File: config.mk
export PLATFORM = sky130hd
export DESIGN_NAME = packet_fifo_sync_detect
export DESIGN_NICKNAME = d
export VERILOG_FILES = /design/src/packet_fifo_pkg.sv /design/src/packet_fifo_sync_detect.sv
export VERILOG_INCLUDE_DIRS = /design/src
export SDC_FILE = /design/constraint.sdc
export NUM_CORES = 1
export LEC_CHECK = 0
export BUFFER_PORTS_ARGS = -buffer_cell sky130_fd_sc_hd__buf_2
export CORE_MARGIN = 4
export CORE_UTILIZATION = 42
export CTS_CLUSTER_DIAMETER = 150
export DETAILED_ROUTE_END_ITERATION = 10
export SYNTH_ARGS = -nofsm -noshare
export SYNTH_HDL_FRONTEND = slang
export SYNTH_SLANG_ARGS = --single-unit
File: constraint.sdc
create_clock -name clk_i -period 9.1 [get_ports clk_i]
set_input_delay 0.91 -clock clk_i [delete_from_list [all_inputs] [get_ports clk_i]]
set_output_delay 0.91 -clock clk_i [all_outputs]
set_load 0.01 [all_outputs]
File: src/packet_fifo_map.svh
`ifndef PACKET_FIFO_MAP_SVH
`define PACKET_FIFO_MAP_SVH

// register offsets
`define REG_DATA 8'h00
`define REG_STATUS 8'h04
`define REG_LIMIT 8'h08
`define REG_PAT_CFG 8'h0C
`define REG_PAT_LO 8'h10
`define REG_PAT_HI 8'h14
`define REG_MODE 8'h18

// status fields
`define ST_VACANT 0
`define ST_FULL 1
`define ST_LEVEL 2
`define ST_OVF 3
`define ST_DONE 4
`define ST_MATCH 5
`define ST_SETTLED 6

// pattern config fields
`define PCFG_EN 0
`define PCFG_LEN_LSB 1
`define PCFG_LEN_MSB 3

// reset values
`define RST_LIMIT 6'h0F
`define RST_PAT_LEN 3'h3
`define RST_PAT_VAL 64'h0101010101010101
`endif

File: src/packet_fifo_pkg.sv
package packet_fifo_pkg;
  typedef enum logic [1:0] {
    MODE_SLEEP,
    MODE_STDBY,
    MODE_TX,
    MODE_RX
  } op_mode_t;
endpackage

File: src/packet_fifo_sync_detect.sv
`timescale 1ns/1ps
`include "packet_fifo_map.svh"
module packet_fifo_sync_detect #(
  parameter int DEPTH = 64
) (
  // clock and reset
  input wire logic clk_i,
  input wire logic rst_i,
  // register port
  input wire logic [7:0] addr_i,
  input wire logic [31:0] wdata_i,
  input wire logic wr_i,
  input wire logic rd_i,
  output logic [31:0] rdata_o,
  // spi chip select pin
  input wire logic spi_cs_n_i,
  // bit link
  input wire logic bit_clk_i,
  input wire logic rx_bit_i,
  output logic tx_bit_o,
  // flags
  output logic queue_vacant_o,
  output logic queue_all_occupied_o,
  output logic queue_level_indicator_o,
  output logic queue_overflow_flag_o,
  output logic frame_transmit_done_o,
  output logic pattern_match_flag_o,
  output logic op_mode_settled_o
);
  localparam int AW = $clog2(DEPTH);
  localparam logic [AW:0] DEPTH_C = DEPTH[AW:0];

  ////////////////////////////////////////////////////////////////////////
  // input synchronisers
  logic cs_s1_r, cs_s2_r, cs_s3_r;
  logic bclk_s1_r, bclk_s2_r, bclk_s3_r;
  logic rxd_s1_r, rxd_s2_r;
  always_ff @(posedge clk_i or posedge rst_i) begin
    if (rst_i) begin
      cs_s1_r <= 1'b1;
      cs_s2_r <= 1'b1;
      cs_s3_r <= 1'b1;
    end else begin
      cs_s1_r <= spi_cs_n_i;
      cs_s2_r <= cs_s1_r;
      cs_s3_r <= cs_s2_r;
    end
  end

  always_ff @(posedge clk_i or posedge rst_i) begin
    if (rst_i) begin
      bclk_s1_r <= 1'b0;
      bclk_s2_r <= 1'b0;
      bclk_s3_r <= 1'b0;
    end else begin
      bclk_s1_r <= bit_clk_i;
      bclk_s2_r <= bclk_s1_r;
      bclk_s3_r <= bclk_s2_r;
    end
  end

  always_ff @(posedge clk_i or posedge rst_i) begin
    if (rst_i) begin
      rxd_s1_r <= 1'b0;
      rxd_s2_r <= 1'b0;
    end else begin
      rxd_s1_r <= rx_bit_i;
      rxd_s2_r <= rxd_s1_r;
    end
  end
  logic cs_fall, bit_tick;
  assign cs_fall = cs_s3_r & ~cs_s2_r;
  assign bit_tick = bclk_s2_r & ~bclk_s3_r;

  ////////////////////////////////////////////////////////////////////////
  // configuration registers
  packet_fifo_pkg::op_mode_t mode_r, mode_new;
  logic [5:0] limit_r;
  logic pat_en_r;
  logic [2:0] pat_len_r;
  logic [63:0] pat_val_r;
  logic mode_wr, st_wr, ovf_clr, done_clr;
  assign mode_new = packet_fifo_pkg::op_mode_t'(wdata_i[1:0]);
  assign mode_wr = wr_i && addr_i == `REG_MODE && mode_new != mode_r;
  assign st_wr = wr_i && addr_i == `REG_STATUS;
  assign ovf_clr = st_wr && wdata_i[`ST_OVF];
  assign done_clr = st_wr && wdata_i[`ST_DONE];

  always_ff @(posedge clk_i or posedge rst_i) begin
    if (rst_i) begin
      mode_r <= packet_fifo_pkg::MODE_STDBY;
      limit_r <= `RST_LIMIT;
      pat_en_r <= 1'b1;
      pat_len_r <= `RST_PAT_LEN;
      pat_val_r <= `RST_PAT_VAL;
    end else if (wr_i) begin
      unique case (addr_i)
        `REG_MODE: mode_r <= mode_new;
        `REG_LIMIT: limit_r <= wdata_i[5:0];
        `REG_PAT_CFG: begin
          pat_en_r <= wdata_i[`PCFG_EN];
          pat_len_r <= wdata_i[`PCFG_LEN_MSB:`PCFG_LEN_LSB];
        end
        `REG_PAT_LO: pat_val_r[31:0] <= wdata_i;
        `REG_PAT_HI: pat_val_r[63:32] <= wdata_i;
        default: ;
      endcase
    end
  end

  // settled one cycle after the mode write lands
  always_ff @(posedge clk_i or posedge rst_i) begin
    if (rst_i) begin
      op_mode_settled_o <= 1'b1;
    end else begin
      op_mode_settled_o <= ~mode_wr;
    end
  end

  ////////////////////////////////////////////////////////////////////////
  // queue storage and pointers
  logic [7:0] mem [DEPTH];
  logic [AW-1:0] wr_ptr_r, rd_ptr_r;
  logic [AW:0] cnt_r, cnt_nxt;
  logic push_req, pop_req, push_ok, pop_ok, flush;
  logic [7:0] push_data;
  logic ser_load, rx_push, bus_pop, bus_push;
  logic [7:0] rx_sr_r;
  logic full, empty;
  assign full = cnt_r == DEPTH_C;
  assign empty = cnt_r == '0;

  // mode-driven clearing: kept for low-power swaps, into rx, out of tx
  assign flush = ovf_clr
    || (mode_wr && (mode_new == packet_fifo_pkg::MODE_RX
    || mode_r == packet_fifo_pkg::MODE_TX));

  assign bus_push = wr_i && addr_i == `REG_DATA
    && mode_r != packet_fifo_pkg::MODE_RX;
  assign bus_pop = rd_i && addr_i == `REG_DATA;
  assign push_req = bus_push | rx_push;
  assign push_data = rx_push ? {rx_sr_r[6:0], rxd_s2_r} : wdata_i[7:0];
  assign pop_req = ser_load | bus_pop;
  assign pop_ok = pop_req && !empty && !flush;
  assign push_ok = push_req && (!full || pop_ok) && !flush;

  always_comb begin
    cnt_nxt = cnt_r;
    if (flush) begin
      cnt_nxt = '0;
    end else if (push_ok && !pop_ok) begin
      cnt_nxt = cnt_r + 1'b1;
    end else if (pop_ok && !push_ok) begin
      cnt_nxt = cnt_r - 1'b1;
    end
  end

  always_ff @(posedge clk_i) begin
    if (push_ok) begin
      mem[wr_ptr_r] <= push_data;
    end
  end

  always_ff @(posedge clk_i or posedge rst_i) begin
    if (rst_i) begin
      cnt_r <= '0;
    end else begin
      cnt_r <= cnt_nxt;
    end
  end

  always_ff @(posedge clk_i or posedge rst_i) begin
    if (rst_i) begin
      wr_ptr_r <= '0;
      rd_ptr_r <= '0;
    end else begin
      if (flush) begin
        wr_ptr_r <= '0;
        rd_ptr_r <= '0;
      end else begin
        if (push_ok) begin
          wr_ptr_r <= wr_ptr_r + 1'b1;
        end
        if (pop_ok) begin
          rd_ptr_r <= rd_ptr_r + 1'b1;
        end
      end
    end
  end

  ////////////////////////////////////////////////////////////////////////
  // queue flags
  logic full_seen_r;
  always_ff @(posedge clk_i or posedge rst_i) begin
    if (rst_i) begin
      queue_all_occupied_o <= 1'b0;
    end else begin
      queue_all_occupied_o <= cnt_nxt == DEPTH_C;
    end
  end

  always_ff @(posedge clk_i or posedge rst_i) begin
    if (rst_i) begin
      queue_vacant_o <= 1'b1;
    end else begin
      if (cs_s2_r || cs_fall) begin
        queue_vacant_o <= cnt_nxt == '0;
      end
    end
  end

  always_ff @(posedge clk_i or posedge rst_i) begin
    if (rst_i) begin
      full_seen_r <= 1'b0;
    end else begin
      if (cnt_nxt == DEPTH_C) begin
        full_seen_r <= 1'b1;
      end else if (cnt_nxt == '0) begin
        full_seen_r <= 1'b0;
      end
    end
  end

  always_ff @(posedge clk_i or posedge rst_i) begin
    if (rst_i) begin
      queue_level_indicator_o <= 1'b0;
    end else if ((push_ok || pop_ok || flush)
                 && (!full_seen_r || cnt_nxt == '0)) begin
      queue_level_indicator_o <= cnt_nxt > {1'b0, limit_r};
    end
  end

  always_ff @(posedge clk_i or posedge rst_i) begin
    if (rst_i) begin
      queue_overflow_flag_o <= 1'b0;
    end else begin
      if (push_req && full && !pop_ok) begin
        queue_overflow_flag_o <= 1'b1;
      end else if (ovf_clr) begin
        queue_overflow_flag_o <= 1'b0;
      end
    end
  end

  ////////////////////////////////////////////////////////////////////////
  // transmit serializer
  logic [7:0] bit_serializer_r;
  logic [3:0] ser_bits_r;
  logic [63:0] pat_sr_r;
  logic [6:0] pat_left_r;
  logic tx_on;
  assign tx_on = mode_r == packet_fifo_pkg::MODE_TX;
  // no pop while a pattern bit is being shifted, or the byte is lost
  assign ser_load = tx_on && ser_bits_r == 4'h0 && !empty
    && !(bit_tick && pat_left_r != 7'h00);

  always_ff @(posedge clk_i or posedge rst_i) begin
    if (rst_i) begin
      bit_serializer_r <= 8'h00;
      ser_bits_r <= 4'h0;
      pat_sr_r <= 64'h0000000000000000;
      pat_left_r <= 7'h00;
      tx_bit_o <= 1'b0;
    end else if (mode_wr) begin
      ser_bits_r <= 4'h0;
      pat_sr_r <= pat_val_r;
      pat_left_r <= (mode_new == packet_fifo_pkg::MODE_TX && pat_en_r)
        ? {1'b0, pat_len_r, 3'h0} + 7'h08 : 7'h00;
    end else if (tx_on) begin
      if (bit_tick && pat_left_r != 7'h00) begin
        tx_bit_o <= pat_sr_r[63];
        pat_sr_r <= {pat_sr_r[62:0], 1'b0};
        pat_left_r <= pat_left_r - 7'h01;
      end else if (ser_load && pop_ok) begin
        bit_serializer_r <= mem[rd_ptr_r];
        ser_bits_r <= 4'h8;
      end else if (bit_tick && ser_bits_r != 4'h0) begin
        tx_bit_o <= bit_serializer_r[7];
        bit_serializer_r <= {bit_serializer_r[6:0], 1'b0};
        ser_bits_r <= ser_bits_r - 4'h1;
      end
    end
  end

  always_ff @(posedge clk_i or posedge rst_i) begin
    if (rst_i) begin
      frame_transmit_done_o <= 1'b0;
    end else if (tx_on && bit_tick && pat_left_r == 7'h00
                 && ser_bits_r == 4'h1 && empty) begin
      frame_transmit_done_o <= 1'b1;
    end else if (done_clr || mode_wr) begin
      frame_transmit_done_o <= 1'b0;
    end
  end

  ////////////////////////////////////////////////////////////////////////
  // receive deserializer and pattern recognizer
  logic rx_on, rx_tick, match_now, armed_r;
  logic [63:0] hist_r, hist_nxt, pat_mask, pat_exp;
  logic [5:0] drop;
  logic [2:0] rx_bits_r;
  assign rx_on = mode_r == packet_fifo_pkg::MODE_RX;
  assign rx_tick = rx_on && bit_tick && !mode_wr;
  assign hist_nxt = {hist_r[62:0], rxd_s2_r};
  assign drop = {3'h7 - pat_len_r, 3'h0};
  assign pat_mask = 64'hFFFFFFFFFFFFFFFF >> drop;
  assign pat_exp = pat_val_r >> drop;
  assign match_now = pat_en_r && rx_tick
    && (hist_nxt & pat_mask) == pat_exp;
  assign rx_push = rx_tick && armed_r && !match_now
    && rx_bits_r == 3'h7;

  always_ff @(posedge clk_i or posedge rst_i) begin
    if (rst_i) begin
      hist_r <= 64'h0000000000000000;
    end else if (!rx_on || mode_wr) begin
      hist_r <= 64'h0000000000000000;
    end else if (rx_tick) begin
      hist_r <= hist_nxt;
    end
  end

  always_ff @(posedge clk_i or posedge rst_i) begin
    if (rst_i) begin
      rx_sr_r <= 8'h00;
      rx_bits_r <= 3'h0;
      armed_r <= 1'b0;
    end else if (!rx_on || mode_wr) begin
      rx_bits_r <= 3'h0;
      armed_r <= 1'b0;
    end else if (rx_tick) begin
      if (match_now || !pat_en_r) begin
        armed_r <= 1'b1;
      end
      if (match_now) begin
        rx_bits_r <= 3'h0;
      end else if (armed_r) begin
        rx_sr_r <= {rx_sr_r[6:0], rxd_s2_r};
        rx_bits_r <= rx_bits_r + 3'h1;
      end
    end
  end

  always_ff @(posedge clk_i or posedge rst_i) begin
    if (rst_i) begin
      pattern_match_flag_o <= 1'b0;
    end else if (match_now) begin
      pattern_match_flag_o <= 1'b1;
    end else if (!rx_on || mode_wr || (!empty && cnt_nxt == '0)) begin
      pattern_match_flag_o <= 1'b0;
    end
  end

  ////////////////////////////////////////////////////////////////////////
  // register read port
  always_ff @(posedge clk_i or posedge rst_i) begin
    if (rst_i) begin
      rdata_o <= 32'h00000000;
    end else if (rd_i) begin
      unique case (addr_i)
        `REG_DATA: rdata_o <= empty ? 32'h00000000 : {24'h000000,
          mem[rd_ptr_r]};
        `REG_STATUS: rdata_o <= {25'h0000000, op_mode_settled_o,
          pattern_match_flag_o, frame_transmit_done_o,
          queue_overflow_flag_o, queue_level_indicator_o,
          queue_all_occupied_o, queue_vacant_o};
        `REG_LIMIT: rdata_o <= {26'h0000000, limit_r};
        `REG_PAT_CFG: rdata_o <= {28'h0000000, pat_len_r, pat_en_r};
        `REG_PAT_LO: rdata_o <= pat_val_r[31:0];
        `REG_PAT_HI: rdata_o <= pat_val_r[63:32];
        `REG_MODE: rdata_o <= {30'h00000000, mode_r};
        default: rdata_o <= 32'h00000000;
      endcase
    end else begin
      rdata_o <= 32'h00000000;
    end
  end
endmodule

==> results_dict.tcl <==
set metrics [dict create \
    io-pin-count 87 \
    yosys.area.top_type_share 0.421 \
    synth_cells 2506 \
    cts_hold_buf 0 \
    die_h_um 303 \
    htree_num_levels 3 \
    period_needed_ns 6.56 \
    synth_top_family_by_area "multiplexers" \
    multi_input_comb_area_um2 12800 \
    place_inst 3604 \
    yosysMostFrequentCell "edfxtp_1" \
    ys_ff_latch 813 \
    cp_top_family "simple AND/OR/NAND/NOR gates" \
    synth_nets 2573 \
    path_max_fanout 70 \
    antenna_found_initial 4 \
    viasPerCell 5.86 \
    row_count 107 \
    yosys.area.top_type "edfxtp_1" \
    synth_common_cells "edfxtp_1 (512), dfrtp_1 (280), nor2_1 (229)" \
    hold_path.class "input port to flop" \
    drt_first_pass_iters 7 \
    die_x_um 303 \
    cts_sinks 813 \
    cts-root-buf "clkbuf_16" \
    synthAdderAreaFrac 0.00685 \
    startpoint_type "flop" \
    clock_skew_ns 0.0522 \
    max-cap-violations 0 \
    rr_worst_depth 23 \
    synth-xor-area-share 0.0185 \
    r2r_slack_ns 2.54 \
    cts_tree "done" \
    synth_flop_cell "edfxtp_1" \
    finalNonFillerCells 3769 \
    cts-resized-gates 0 \
    drc 0 \
    cts_max_path_buffers 3 \
    gp_congestion 0.922 \
    synth_area_leaders "edfxtp_1 (42%), dfrtp_1 (19%), mux4_2 (11%)" \
    yosysSeqAreaShare 0.627 \
    end_kind "flop" \
    regArea_um2 22900 \
    syn-cell-area_um2 36600 \
    synth_area_per_cell_um2 14.6 \
    tightest_slew_ns 1.21 \
    dieArea_um2 91800 \
    fin_crit_sh 0.721 \
    grt_pass1_wl_um 150000 \
    setup_viol 0 \
    initial_core_util 0.426 \
    maxSlewViolCount 0 \
    worst_skew_pair.late_latency_ns 0.69 \
    fin_area_um2 41000 \
    synth_compound_area_frac 0.0545 \
    async_flop_share 0.370 \
    cts_buffers 88 \
    core_um2 85800 \
    relSlewSlack 0.192 \
    grt-ovfl-total 0 \
    critical_path_class "flop to flop" \
    p_leak_uw 0.0148 \
    critPathSlowestCell "dfstp_4" \
    synth-simple-area-share 0.0799 \
    synth-edff-count 512 \
    worstPathArrival_ns 7.12 \
    cp-endpoint "queue_level_indicator_o" \
    crit_cells 23 \
    fmax_mhz 152 \
    rsz0062_at_grt "no" \
    synth_warnings 0 \
    wire_per_inst_um 26.8 \
    ir_worst_vdd_uv 239 \
    postCtsSetupRepairBufs 0 \
    fin_nets 2617 \
    hold_slack_ns 0.326 \
    port_buffers 86 \
    clkTransAtPathRegs_ns 0.06 \
    num_vias 22070 \
    synthMuxAreaShare 0.190 \
    grtUsageTotal 0.221 \
    power_density_nw_per_um2 204 \
    grt_max_degree 141 \
    synth_cell_type_count 91 \
    status "complete, no violations" \
    dr.first_iter.drc_count 2156 \
    dp_hpwl_um 67800 \
    syn_to_final_growth_pct 12.1 \
    wirelength_um 101000 \
    crit_required_ns 9.66 \
    postRouteAntennaNets 0 \
    grt_pass1_vias 22189 \
    fin_setup_tns_ns 0 \
    critPathBufInv 2 \
    layout-drive-gt1-share 0.224 \
    r2r-end "queue_level_indicator_o" \
    path_cells "inv_2 > ha_1 > nand2b_1 > nor3b_1 > nor4b_1 > nand4_1 > nor4_1 > nand3b_1 > nor4_4 > o21ai_0 > a21bo_1 > and2b_1 > inv_1 > ha_1 > nor2b_1 > o21a_1 > o21a_1 > o21ai_0 > nand2b_1 > a21oi_1 > a31oi_1 > or3_1 > o211a_1" \
    reg2reg_from "pat_len_r[0]" \
    crit_path_max_incr_delay_ns 1.26 \
    finalHoldViolations 0 \
    place_area_um2 38000 \
    finalPower_uw 8370 \
    startpoint "pat_len_r[0]" \
    fillCellCount 7329 \
]
cell families after synthesis:
| kind of cell | Yosys count |
|---|---|
| flops | 813 |
| compound gates | 322 |
| mux | 452 |
| fa+ha+maj | 20 |
| buf+inv | 195 |
| simple gates | 627 |
| xor+xnor | 77 |
cell type report:
type                    count  share of cell area
diodes                      1           0.0000611
clock buffers             107              0.0579
clock inverters            57              0.0155
inverters                  33             0.00311
multi-input cells        1498               0.312
flip-flops and latches    813               0.560
well taps                1144              0.0349
repair buffers            116              0.0163
through the flow:
step	setup WS, ns	util
5_1_grt	2.08	0.478
4_1_cts	2.60	0.478
3_5_place_dp	2.59	0.442
2_1_floorplan	3.87	-
6_report	2.54	0.478
3_3_place_gp	2.61	0.442
flip-flops by register name (all words and copies together), names as in the netlist, 7 cells and up:
| signal | count |
|---|---|
| bit_serializer_r | 8 |
| cnt_r | 7 |
| hist_r | 63 |
| mem | 512 |
| pat_left_r | 7 |
| pat_sr_r | 64 |
| pat_val_r | 64 |
| rdata_o | 32 |
| rx_sr_r | 7 |
routing by layer:
| metal | wire length (um) | global-route usage | part of all wire |
|---|---|---|---|
| met5 | 34 | 0 | 0.00034 |
| met4 | 2100 | 0.0518 | 0.021 |
| met3 | 7370 | 0.0412 | 0.073 |
| met2 | 47500 | 0.351 | 0.47 |
| met1 | 43900 | 0.318 | 0.44 |
where the power goes:
part	internal (uW)	switching [uW]	leakage, uW
clock network	2140	1540	0.00147
logic	245	341	0.00505
registers	4000	118	0.00833
worst min-delay path by stage:
| stage | startpoint | to | slack (ns) | cells past startpoint |
|---|---|---|---|---|
| final | spi_cs_n_i | cs_s1_r | 0.33 | 1 |
| after global routing | spi_cs_n_i | cs_s1_r | 0.30 | 1 |
| after CTS | spi_cs_n_i | cs_s1_r | 0.28 | 1 |
| after detailed placement | bclk_s1_r | bclk_s2_r | 0.35 | 0 |
| after global placement | rxd_s1_r | rxd_s2_r | 0.33 | 0 |
| after floorplan | bclk_s1_r | bclk_s2_r | 0.33 | 0 |
placed cells by master (no fill, tap or decap), drive strengths merged, types with 48 or more instances in the layout:
master,count
clkbuf,107
xnor2,48
mux2i,172
dfrtp,280
mux4,181
mux2,99
a21oi,171
edfxtp,512
nor2,229
nand2,213
buf,116
Note: power is estimated with default switching activity, not from simulation.
